File: config.mk
export PLATFORM = sky130hd
export DESIGN_NAME = dmaci_top
export DESIGN_NICKNAME = d
export VERILOG_FILES = /design/src/pkg/dmaci_pkg.sv /design/src/logic/dmaci_top.sv
export VERILOG_INCLUDE_DIRS = /design/src /design/src/pkg
export SDC_FILE = /design/constraint.sdc
export NUM_CORES = 1
export LEC_CHECK = 0
export ABC_AREA = 1
export CORE_MARGIN = 5
export CORE_UTILIZATION = 25
export CTS_CLUSTER_SIZE = 8
export DETAILED_ROUTE_END_ITERATION = 12
export DONT_BUFFER_PORTS = 1
export SYNTH_ARGS = -nofsm -noshare
export SYNTH_HDL_FRONTEND = slang
export SYNTH_SLANG_ARGS = --single-unit
File: constraint.sdc
create_clock -name mclk_in -period 1.5 [get_ports mclk_in]
set_input_delay 0.225 -clock mclk_in [delete_from_list [all_inputs] [get_ports mclk_in]]
set_output_delay 0.225 -clock mclk_in [all_outputs]
set_load 0.02 [all_outputs]
File: src/pkg/dmaci_map.svh
// Register offsets, field positions and reset values of the channel block
`ifndef DMACI_MAP_SVH
`define DMACI_MAP_SVH

// Byte offsets of the channel register set
`define DMACI_OFF_PCIE_ICTL 7'h60
`define DMACI_OFF_PCIE_IST 7'h64
`define DMACI_OFF_AXI_ICTL 7'h68
`define DMACI_OFF_AXI_IST 7'h6c
`define DMACI_OFF_PCIE_TRIG 7'h70
`define DMACI_OFF_AXI_TRIG 7'h74
`define DMACI_OFF_CTRL 7'h78
`define DMACI_OFF_STATUS 7'h7c

// Interrupt control fields
`define DMACI_ICTL_MIEN 0
`define DMACI_ICTL_ERR_EN 1
`define DMACI_ICTL_SGL_EN 2
`define DMACI_ICTL_CNT_LSB 16
`define DMACI_ICTL_WMASK 32'h00ff0007

// Interrupt status and trigger fields
`define DMACI_IST_ERR 1
`define DMACI_IST_SGL 2
`define DMACI_IST_SW 3

// Channel control fields
`define DMACI_CTRL_EN 0
`define DMACI_CTRL_FLUSH 1
`define DMACI_CTRL_ELEM64 2
`define DMACI_CTRL_WMASK 32'h00000007

// Channel status fields
`define DMACI_STAT_RUN 0
`define DMACI_STAT_NUM_LSB 4
`define DMACI_STAT_PRESENT 15

// Reset values
`define DMACI_RST_WORD 32'h00000000
`define DMACI_RST_CNT 8'h00

`endif

File: src/pkg/dmaci_pkg.sv
// Types shared by the channel control and interrupt block
package dmaci_pkg;

    // Bus slave handshake states, one-hot
    typedef enum logic [1:0] {
        BUS_IDLE = 2'b01,
        BUS_ACK = 2'b10
    } dmaci_bus_state_t;

    // Completion report of one source scatter-gather element
    typedef struct packed {
        logic done;
        logic end_of_packet_flag;
        logic irq_flag;
    } dmaci_elem_done_t;

    // Avalon-MM request bundle from the master
    typedef struct packed {
        logic [6:0] address;
        logic read;
        logic write;
        logic [31:0] writedata;
        logic [3:0] byteenable;
    } dmaci_avmm_req_t;

endpackage

File: src/logic/dmaci_top.sv
// Channel control, status and interrupt logic of a scatter-gather DMA channel
`timescale 1ns/1ps
`include "dmaci_map.svh"

module dmaci_top #(
    parameter logic [9:0] CHAN_NUM = 10'h000, // Channel number, strapped
    parameter int QUEUES = 4 // Source, destination and two status queues
) (
    // Clock and reset
    input wire logic mclk_in,
    input wire logic rst_n_in,
    // Avalon-MM register slave
    input wire dmaci_pkg::dmaci_avmm_req_t avmm_req_in,
    output logic [31:0] avmm_readdata_out,
    output logic avmm_waitrequest_out,
    // Events from the channel datapath
    input wire dmaci_pkg::dmaci_elem_done_t src_elem_done_in,
    input wire logic dma_error_in,
    input wire logic [QUEUES-1:0] queue_avail_in,
    input wire logic work_busy_in,
    // Control towards the channel datapath
    output logic chan_enable_out,
    output logic fifo_flush_out,
    output logic status_elem64_out,
    output logic xfer_stall_out,
    // Interrupt lines, PCIe side then AXI side
    output logic pcie_irq_out,
    output logic axi_irq_out
);

    // The slave always answers after exactly one wait state. A request
    // seen in the idle state moves to the ack state, where waitrequest
    // is low and the write lands. Software never sees a variable latency,
    // which keeps the bus path short at the cost of one cycle per access.
    // Bus handshake state and registered answers
    dmaci_pkg::dmaci_bus_state_t bus_state_ff;
    dmaci_pkg::dmaci_bus_state_t nxt_bus_state;
    logic [31:0] rdata_ff; // Read data captured as the request is seen
    logic waitreq_ff; // Low for exactly one cycle per access

    // Register storage, index 0 is the PCIe side, 1 the AXI side
    logic [31:0] ictl_ff [2]; // Interrupt control per side
    logic [3:0] ist_ff [2]; // Sticky interrupt status per side
    logic [7:0] coal_cnt_ff [2]; // Coalesce counters per side
    logic irq_ff [2]; // Interrupt lines per side
    logic [31:0] ctrl_ff; // Channel control
    logic running_ff; // Running flag seen by software
    logic stall_ff; // Transfer stall towards the datapath

    // Writes only take effect in the ack cycle, so a request that is
    // dropped early by the master never changes a register. Reads are
    // captured in the idle cycle so the data can come from a flop.
    // Decoded access strobes
    wire req_any = avmm_req_in.read | avmm_req_in.write;
    wire wr_acc = avmm_req_in.write & (bus_state_ff == dmaci_pkg::BUS_ACK);
    wire rd_start = req_any & (bus_state_ff == dmaci_pkg::BUS_IDLE);
    wire [6:0] addr_w = {avmm_req_in.address[6:2], 2'b00};
    wire [31:0] be_mask = {{8{avmm_req_in.byteenable[3]}},
                           {8{avmm_req_in.byteenable[2]}},
                           {8{avmm_req_in.byteenable[1]}},
                           {8{avmm_req_in.byteenable[0]}}};
    wire [31:0] wbits = avmm_req_in.writedata & be_mask; // Enabled ones

    // Per-side address decode
    wire [1:0] sel_ictl = {addr_w == `DMACI_OFF_AXI_ICTL,
                           addr_w == `DMACI_OFF_PCIE_ICTL};
    wire [1:0] sel_ist = {addr_w == `DMACI_OFF_AXI_IST,
                          addr_w == `DMACI_OFF_PCIE_IST};
    wire [1:0] sel_trig = {addr_w == `DMACI_OFF_AXI_TRIG,
                           addr_w == `DMACI_OFF_PCIE_TRIG};
    wire sel_ctrl = addr_w == `DMACI_OFF_CTRL;
    wire sel_stat = addr_w == `DMACI_OFF_STATUS;

    // Channel control fields
    wire chan_en = ctrl_ff[`DMACI_CTRL_EN];

    // Only a flagged last element of a packet counts as an SCATTER_GATHER_LIST event
    wire sgl_evt = src_elem_done_in.done
                   & src_elem_done_in.end_of_packet_flag
                   & src_elem_done_in.irq_flag;

    // Status word as software sees it
    wire [31:0] stat_word = {16'h0000, 1'b1, 1'b0, CHAN_NUM, 3'h0,
                             running_ff};

    // Trigger words are write only; reading them must have no effect,
    // so they simply fall through to the zero default below.
    // Read data selection; unmapped or write-only words read as zero
    wire [31:0] rd_mux =
        sel_ictl[0] ? ictl_ff[0] :
        sel_ist[0] ? {28'h0000000, ist_ff[0]} :
        sel_ictl[1] ? ictl_ff[1] :
        sel_ist[1] ? {28'h0000000, ist_ff[1]} :
        sel_ctrl ? ctrl_ff :
        sel_stat ? stat_word :
        32'h00000000;

    // Next bus state: idle sees a request, the ack cycle always returns
    always_comb begin
        case (bus_state_ff)
            dmaci_pkg::BUS_IDLE: begin
                nxt_bus_state = req_any ? dmaci_pkg::BUS_ACK
                                        : dmaci_pkg::BUS_IDLE;
            end
            dmaci_pkg::BUS_ACK: begin
                nxt_bus_state = dmaci_pkg::BUS_IDLE;
            end
            default: begin
                nxt_bus_state = dmaci_pkg::BUS_IDLE;
            end
        endcase
    end

    // Bus slave: one wait state, read data held through the ack cycle
    always_ff @(posedge mclk_in or negedge rst_n_in) begin
        if (!rst_n_in) begin
            bus_state_ff <= dmaci_pkg::BUS_IDLE;
            waitreq_ff <= 1'b1;
            rdata_ff <= `DMACI_RST_WORD;
        end else begin
            bus_state_ff <= nxt_bus_state;
            waitreq_ff <= nxt_bus_state != dmaci_pkg::BUS_ACK;
            if (rd_start) begin
                rdata_ff <= rd_mux;
            end
        end
    end

    // Reserved control bits are masked on write and always read zero.
    // The flush bit is a level: the datapath flushes for as long as
    // software leaves it set, there is no self-clearing pulse.
    // Channel control register; byte enables merge into the old value
    wire [31:0] nxt_ctrl = (ctrl_ff & ~be_mask)
                           | (wbits & `DMACI_CTRL_WMASK);
    always_ff @(posedge mclk_in or negedge rst_n_in) begin
        if (!rst_n_in) begin
            ctrl_ff <= `DMACI_RST_WORD;
        end else if (wr_acc && sel_ctrl) begin
            ctrl_ff <= nxt_ctrl;
        end
    end

    // Both flags are registered, so they lag their causes by one cycle;
    // software polling the running flag never sees that difference.
    // Datapath view of the channel: stall and running flag
    // Running also covers the enabled state, so a freshly disabled
    // channel reads busy until the datapath reports it has drained.
    always_ff @(posedge mclk_in or negedge rst_n_in) begin
        if (!rst_n_in) begin
            stall_ff <= 1'b0;
            running_ff <= 1'b0;
        end else begin
            stall_ff <= chan_en & ~(&queue_avail_in);
            running_ff <= chan_en | work_busy_in;
        end
    end

    // Both sides share one structure: a control word, a coalesce
    // counter, sticky status and one level interrupt line. Only the
    // register offsets differ, so one loop builds both copies.
    // A status bit stands until software writes one to it, or until
    // the discard condition drops the held SCATTER_GATHER_LIST and error bits. The
    // software bit survives a disabled channel on purpose.
    // Interrupt logic, one copy per side
    genvar s;
    generate
        for (s = 0; s < 2; s++) begin : g_side
            wire mien = ictl_ff[s][`DMACI_ICTL_MIEN];
            wire [7:0] coal_lim = ictl_ff[s][`DMACI_ICTL_CNT_LSB +: 8];
            // Disabled SCATTER_GATHER_LIST interrupts do not advance the counter either
            wire sgl_use = sgl_evt & ictl_ff[s][`DMACI_ICTL_SGL_EN];
            wire coal_hit = sgl_use & (coal_cnt_ff[s] == coal_lim);
            wire err_set = dma_error_in & ictl_ff[s][`DMACI_ICTL_ERR_EN];
            wire sw_set = wr_acc & sel_trig[s]
                          & wbits[`DMACI_IST_SW];
            wire [3:0] set_v = {sw_set, coal_hit, err_set, 1'b0};
            // Write one to clear; held events dropped when disabled
            wire [3:0] clr_w = (wr_acc & sel_ist[s]) ? wbits[3:0] : 4'h0;
            wire [3:0] clr_d = (!chan_en && !mien) ? 4'h6 : 4'h0;
            wire [3:0] nxt_ist = (ist_ff[s] & ~(clr_w | clr_d)) | set_v;
            wire [31:0] nxt_ictl = (ictl_ff[s] & ~be_mask)
                                   | (wbits & `DMACI_ICTL_WMASK);

            // Control word of this side
            always_ff @(posedge mclk_in or negedge rst_n_in) begin
                if (!rst_n_in) begin
                    ictl_ff[s] <= `DMACI_RST_WORD;
                end else if (wr_acc && sel_ictl[s]) begin
                    ictl_ff[s] <= nxt_ictl;
                end
            end

            // Coalesce counter: wraps at the hit, cleared when disabled
            always_ff @(posedge mclk_in or negedge rst_n_in) begin
                if (!rst_n_in) begin
                    coal_cnt_ff[s] <= `DMACI_RST_CNT;
                end else if (!chan_en) begin
                    coal_cnt_ff[s] <= `DMACI_RST_CNT;
                end else if (coal_hit) begin
                    coal_cnt_ff[s] <= `DMACI_RST_CNT;
                end else if (sgl_use) begin
                    coal_cnt_ff[s] <= coal_cnt_ff[s] + 8'h01;
                end
            end

            // An event that arrives in the very cycle of a clear must
            // not be lost, otherwise an interrupt could vanish between
            // the read of the status and its clear by software.
            // Sticky status, set beats clear in the same cycle
            always_ff @(posedge mclk_in or negedge rst_n_in) begin
                if (!rst_n_in) begin
                    ist_ff[s] <= 4'h0;
                end else begin
                    ist_ff[s] <= nxt_ist;
                end
            end

            // Line follows status while master enable is on, else stays low
            always_ff @(posedge mclk_in or negedge rst_n_in) begin
                if (!rst_n_in) begin
                    irq_ff[s] <= 1'b0;
                end else begin
                    irq_ff[s] <= mien & (|ist_ff[s]);
                end
            end
        end
    endgenerate

    // Every output below is a plain wire from a flop, so downstream
    // logic sees no decode glitches and timing stays predictable.
    // Outputs straight from flops
    assign avmm_readdata_out = rdata_ff;
    assign avmm_waitrequest_out = waitreq_ff;
    assign chan_enable_out = ctrl_ff[`DMACI_CTRL_EN];
    assign fifo_flush_out = ctrl_ff[`DMACI_CTRL_FLUSH];
    assign status_elem64_out = ctrl_ff[`DMACI_CTRL_ELEM64];
    assign xfer_stall_out = stall_ff;
    assign pcie_irq_out = irq_ff[0];
    assign axi_irq_out = irq_ff[1];
endmodule

==> flow_metrics.tcl, run 1 <==
set metrics [dict create \
    outcome "complete, but fails checks" \
    violations "hold timing" \
    final_common_cell "dfrtp_1" \
    nets 928 \
    yosysWarnings 0 \
    io_pins 95 \
    layout-drive-gt1-share_pct 12.8 \
    tritoncts "done" \
    drc 0 \
    ir_worst_vdd_mv 0.673 \
    cts_sinks 158 \
    drt_iter0_markers 496 \
    overflow 0 \
    clkTransAtPathRegs_ps 70 \
    critPathRequiredTime_ps 1850 \
    syn_avg_cell_area_sq_um 8.55 \
    wire_per_inst_microns 14.5 \
    grt_pass1_vias 5312 \
    worst_slack_ps 65.3 \
    period_share_pct 95.6 \
    numCtsBuffers 17 \
    vias 5442 \
    preCtsSetupSlack_ps -5.18 \
    grt_max_degree 159 \
    synth_largest_area_cell "dfrtp_1" \
    worst_pin_slew_ps 410 \
    cp-start-kind "register" \
    die_area_sq_mm 0.0314 \
    yosysTopAreaCellShare_pct 56.3 \
    port_buffers 0 \
    worstSetupStartpoint "bus_state_ff[0]$_DFF_PN1_" \
    synth_fp_nets 875 \
    yosys.area_share.simple_pct 21.2 \
    synth_adder_area_share_pct 0.358 \
    netlist_instances 817 \
    post-dp-hpwl_mm 12.6 \
    fmax_mhz 697 \
    die_w_microns 177 \
    syn-cell-area_sq_mm 0.00698 \
    cts.root.buffer_cell "clkbuf_16" \
    die_y_microns 177 \
    total_leakage_power_nw 4.19 \
    finalHoldViolations 158 \
    gp_congestion 0.874 \
    htreeDepth 4 \
    hp-class "input pin to async pin" \
    area_delta_synth_final_pct 22.6 \
    clk_latency_ps 430 \
    r2r-start "bus_state_ff[0]$_DFF_PN1_" \
    synth.area.top_cells "dfrtp_1 56%, nand2_1 8.1%, nor2_1 7.9%" \
    routed_via_density 4.32 \
    drv_cap 0 \
    fin_skew_ps 11.0 \
    seq_area_frac_synth_pct 56.6 \
    antenna_cells 0 \
    clk_path_buf_depth 2 \
    coreArea_sq_mm 0.0277 \
    dp.cells 1206 \
    holdWs_ps -504 \
    muxShareOfSynthArea_pct 0 \
    initial_core_util_pct 25.2 \
    grtUsageTotal_pct 12.0 \
    synth_xor_area_share_pct 2.26 \
    synth-compound-area-share_pct 11.0 \
    antenna_found_initial 1 \
    arrival_ps 1780 \
    crit_path_end_kind "register" \
    fin_crit_ps 1430 \
    wl_mm 18.3 \
    crit_fanout 13 \
    final_cell_mix "157 x dfrtp_1, 150 x nand2_1, 141 x nor2_1" \
    ys_ff_latch 158 \
    placed_area_sq_mm 0.00767 \
    grt_first_pass_wirelength_mm 29.5 \
    finish.utilization_pct 30.9 \
    finalInstanceArea_sq_mm 0.00856 \
    synth_top_family_by_area "simple AND/OR/NAND/NOR gates" \
    max_slew_margin_pct 72.7 \
    maxSlewViolCount 0 \
    path_class "register to register" \
    ys_types 34 \
    dr.pass1.iters 4 \
    layout.cells.non_filler 1261 \
    setup_viol 0 \
    power_density_mw_per_mm2 1450 \
    ant_nets 0 \
    row_count 61 \
]
routing by layer:
metal	vias to the layer above	track usage (%)	wire length, microns
li1	2672	-	-
met1	2636	16.4	8520
met2	114	18.6	8500
met3	18	3.23	1010
met4	2	3.64	207
met5	-	0	13
critical path, cell delays in order, from the launching register on:
cell and delay (ps):
dfstp_2 540, inv_1 60, nor2_1 120, o21ai_2 100, inv_2 110, buf_12 150
buf_12 110, nor2_1 30, a31oi_1 140
what timing repair did:
action | CTS | global route
endpoints found under the setup margin | 9 | 50
hold endpoints to repair | 183 | 159
pin swaps | 0 | 4
resized for setup | 3 | 10
hold buffers | 18 | 1
setup buffers | 0 | 3
gates cloned | 0 | 1
power breakdown:
part           switching (W)  internal, W
logic                0.00112     0.000861
clock network        0.00206      0.00224
registers            0.00109      0.00501
total                0.00428      0.00811
area by class of cell:
type                    count  area (sq um)
clock buffers              17           425
clock inverters            15           173
fillers                  2899         19100
inverters                 130           488
multi-input cells         506          2480
flip-flops and latches    158          3960
well taps                 378           473
repair buffers             57           568
stage by stage:
stage          setup TNS (ps)  power [W]
2_1_floorplan               0    0.00729
3_3_place_gp                0    0.00807
3_5_place_dp            -5.18    0.00812
4_1_cts                 -2.15     0.0125
5_1_grt                 -44.8     0.0131
6_report                    0     0.0124
synth_stat cells:
cell      number
o21ai_1       12
nor3_1         4
nor2_4         8
a22oi_1       21
a31oi_1        7
dfstp_2        1
o211ai_1       1
nor2_1       147
a41oi_1        1
o21ai_0       25
o21ai_2        7
inv_2          9
nor4_1         2
ha_1           2
or2_2          1
xnor2_1       12
nand3_2        1
buf_6          1
o22ai_1        3
inv_1        121
xor2_1         6
dfrtp_1      157
nor2_2         3
a21oi_1       51
o21bai_1       2
nand3_1       20
clkbuf_1      10
buf_2         11
o31ai_1        2
buf_1          1
nand4_1       10
nand2_1      151
nand2_2        3
and2_1         4
cells by family (layout without fill, tap and decap cells):
family	after synthesis	in the layout
xor+xnor	18	18
buf+inv	153	219
compound gates	132	132
flops	158	158
fa+ha+maj	2	2
simple gates	354	354
worst paths after layout:
check                                                    end  slack [ps]  cells after the start
max                        avmm_readdata_out[15]$_DFFE_PN0P_          70                      8
min                        avmm_readdata_out[30]$_DFFE_PN0P_        -500                      0
max reg2reg                avmm_readdata_out[15]$_DFFE_PN0P_          70                      8
min reg2reg                                         register         490                      2
max in group asynchronous           xfer_stall_out$_DFF_PN0_        1750                      0
min in group mclk_in                                register           0                      2
No activity file was read; power rests on OpenSTA's default activity.
==> run 2, diff against run 1 <==
--- a/config.mk
+++ b/config.mk
@@ -7,6 +7,7 @@
 export NUM_CORES = 1
 export LEC_CHECK = 0
 export ABC_AREA = 1
+export CORE_ASPECT_RATIO = 1.1
 export CORE_MARGIN = 5
 export CORE_UTILIZATION = 25
 export CTS_CLUSTER_SIZE = 8
@@ -15,3 +16,4 @@
 export SYNTH_ARGS = -nofsm -noshare
 export SYNTH_HDL_FRONTEND = slang
 export SYNTH_SLANG_ARGS = --single-unit
+export TNS_END_PERCENT = 20
==> run 2 against run 1 <==
Compared with the run above: the run still ends with hold timing left; combinational power is 10% higher; sequential share of layout area is 0.12 points lower; utilization is 0.089 points higher; fmax is 3.4% lower; sequential power is 0.7% higher.
==> flow_metrics.tcl, run 2 (synthesis gave the netlist of run 1 again) <==
set metrics [dict create \
    row_count 64 \
    dr.pass1.iters 5 \
    path_class "register to register" \
    power_density_mw_per_mm2 1480 \
    io_pins 95 \
    htreeDepth 4 \
    finalHoldViolations 158 \
    maxSlewViolCount 0 \
    crit_family "flip-flops" \
    setup_viol 0 \
    overflow 0 \
    grt_first_pass_wirelength_mm 29.8 \
    wl_mm 18.8 \
    coreArea_sq_mm 0.0277 \
    cp-start-kind "register" \
    outcome "complete, but fails checks" \
    crit_fanout 7 \
    holdWs_ps -522 \
    wire_per_inst_microns 15.1 \
    grtUsageTotal_pct 12.2 \
    routed.top_layer "met4" \
    dr_wl_met3_mm 1.01 \
    hp-class "input pin to async pin" \
    cts.root.buffer_cell "clkbuf_16" \
    grt_max_degree 159 \
    final_cell_mix "156 x dfrtp_1, 150 x nand2_1, 133 x nor2_1" \
    critPathRequiredTime_ps 1860 \
    numCtsBuffers 17 \
    period_share_pct 99.0 \
    crit_slowest_cell "dfstp_2" \
    die_y_microns 185 \
    clk_path_buf_depth 2 \
    placed_area_sq_mm 0.00760 \
    arrival_ps 1840 \
    cp_cell_sequence "inv_2 -> buf_6 -> nor2_4 -> o21ai_4 -> clkinv_4 -> clkbuf_16 -> nor2_2 -> a31oi_1" \
    fin_tns_setup_ps 0 \
    drt_iter0_markers 350 \
    grt_pass1_vias 5509 \
    clk_latency_ps 430 \
    violations "hold timing" \
    ir_worst_vdd_mv 1.04 \
    fmax_mhz 673 \
    nets 929 \
    fin_skew_ps 12.5 \
    final_common_cell "dfrtp_1" \
    post-dp-hpwl_mm 12.6 \
    wl_met2_mm 8.96 \
    worstSetupStartpoint "bus_state_ff[0]$_DFF_PN1_" \
    initial_core_util_pct 25.2 \
    cts_sinks 158 \
    rsz0062_at_grt "true" \
    area_delta_synth_final_pct 22.9 \
    finalInstanceArea_sq_mm 0.00859 \
    gp_congestion 0.834 \
    worst_pin_slew_ps 455 \
    r2r-start "bus_state_ff[0]$_DFF_PN1_" \
    layout-drive-gt1-share_pct 13.7 \
    max_slew_margin_pct 69.6 \
    clkTransAtPathRegs_ps 70 \
    port_buffers 0 \
    tritoncts "done" \
    drv_cap 0 \
    die_w_microns 169 \
    drc 0 \
    routed_via_density 4.34 \
    met1Wirelength_mm 8.40 \
    crit_path_end_kind "register" \
    cp_num_buf_inv 4 \
    total_leakage_power_nw 4.17 \
    vias 5413 \
    antenna_cells 0 \
    slowest_delay_ps 540 \
    ant_nets 0 \
    die_area_sq_mm 0.0314 \
    antenna_found_initial 0 \
    fin_crit_ps 1490 \
]
run 2: cell count changes in the layout (fill, tap and decap cells not counted), moves of 3 or more:
cell and delta:
buf_12 -3, buf_4 -3, clkinv_4 +3, dlygate4sd3_1 +4
nor2_2 +7, nor2_1 -8
run 2: power by group:
group          switching [W]  internal (W)  total (W)
Clock                0.00211       0.00226    0.00438
Sequential           0.00113       0.00501    0.00614
Combinational        0.00122      0.000976    0.00219
run 2: worst paths after layout:
kind                                                     end  slack, ps  cells after the start
min reg2reg                          ictl_ff[60]$_DFFE_PN0P_        490                      2
max                        avmm_readdata_out[19]$_DFFE_PN0P_         10                      8
max reg2reg                avmm_readdata_out[19]$_DFFE_PN0P_         10                      8
max in group asynchronous         coal_cnt_ff[8]$_DFFE_PN0P_       1760                      0
min                                  ctrl_ff[23]$_DFFE_PN0P_       -520                      0
min in group mclk_in                     ist_ff[3]$_DFF_PN0_         30                      3
run 2: metal layers:
layer	up-vias	GRT usage (%)
met4	0	4.64
met2	91	20.2
met5	-	0
met3	26	3.63
li1	2668	-
met1	2628	15.1
run 2: worst register-to-register path, cell delays in order (launching register included):
cell	delay (ps)
dfstp_2	540
inv_2	40
buf_6	110
nor2_4	110
o21ai_4	120
clkinv_4	130
clkbuf_16	180
nor2_2	30
a31oi_1	150
run 2: what timing repair did:
item	in CTS	in global routing
cloned	1	1
buffers inserted	1	0
pin swaps	0	5
hold endpoints to repair	187	160
hold buffers	22	1
endpoints found under the setup margin	40	67
gates resized for setup	8	25
run 2: per-stage QoR:
step	std cells	util [%]	hold slack (ps)	power (W)	setup slack, ps
after floorplan	817	-	-70.6	0.00729	0.819
after global routing	1247	31.0	-544	0.0134	-72.9
after CTS	1245	30.6	-527	0.0127	9.58
after global placement	1189	27.4	-54.9	0.00806	-104
final	1247	31.0	-522	0.0127	14.8
after detailed placement	1189	27.4	-55.4	0.00812	-161
run 2: area by class of cell:
cell class,instances,area [sq um]
clock buffer,17,425
clock inverter,15,188
fill,2904,19100
inverter,130,493
multi-input combinational,506,2510
sequential,158,3960
tap,363,454
timing repair buffer,57,548
timing repair inverter,1,7.51
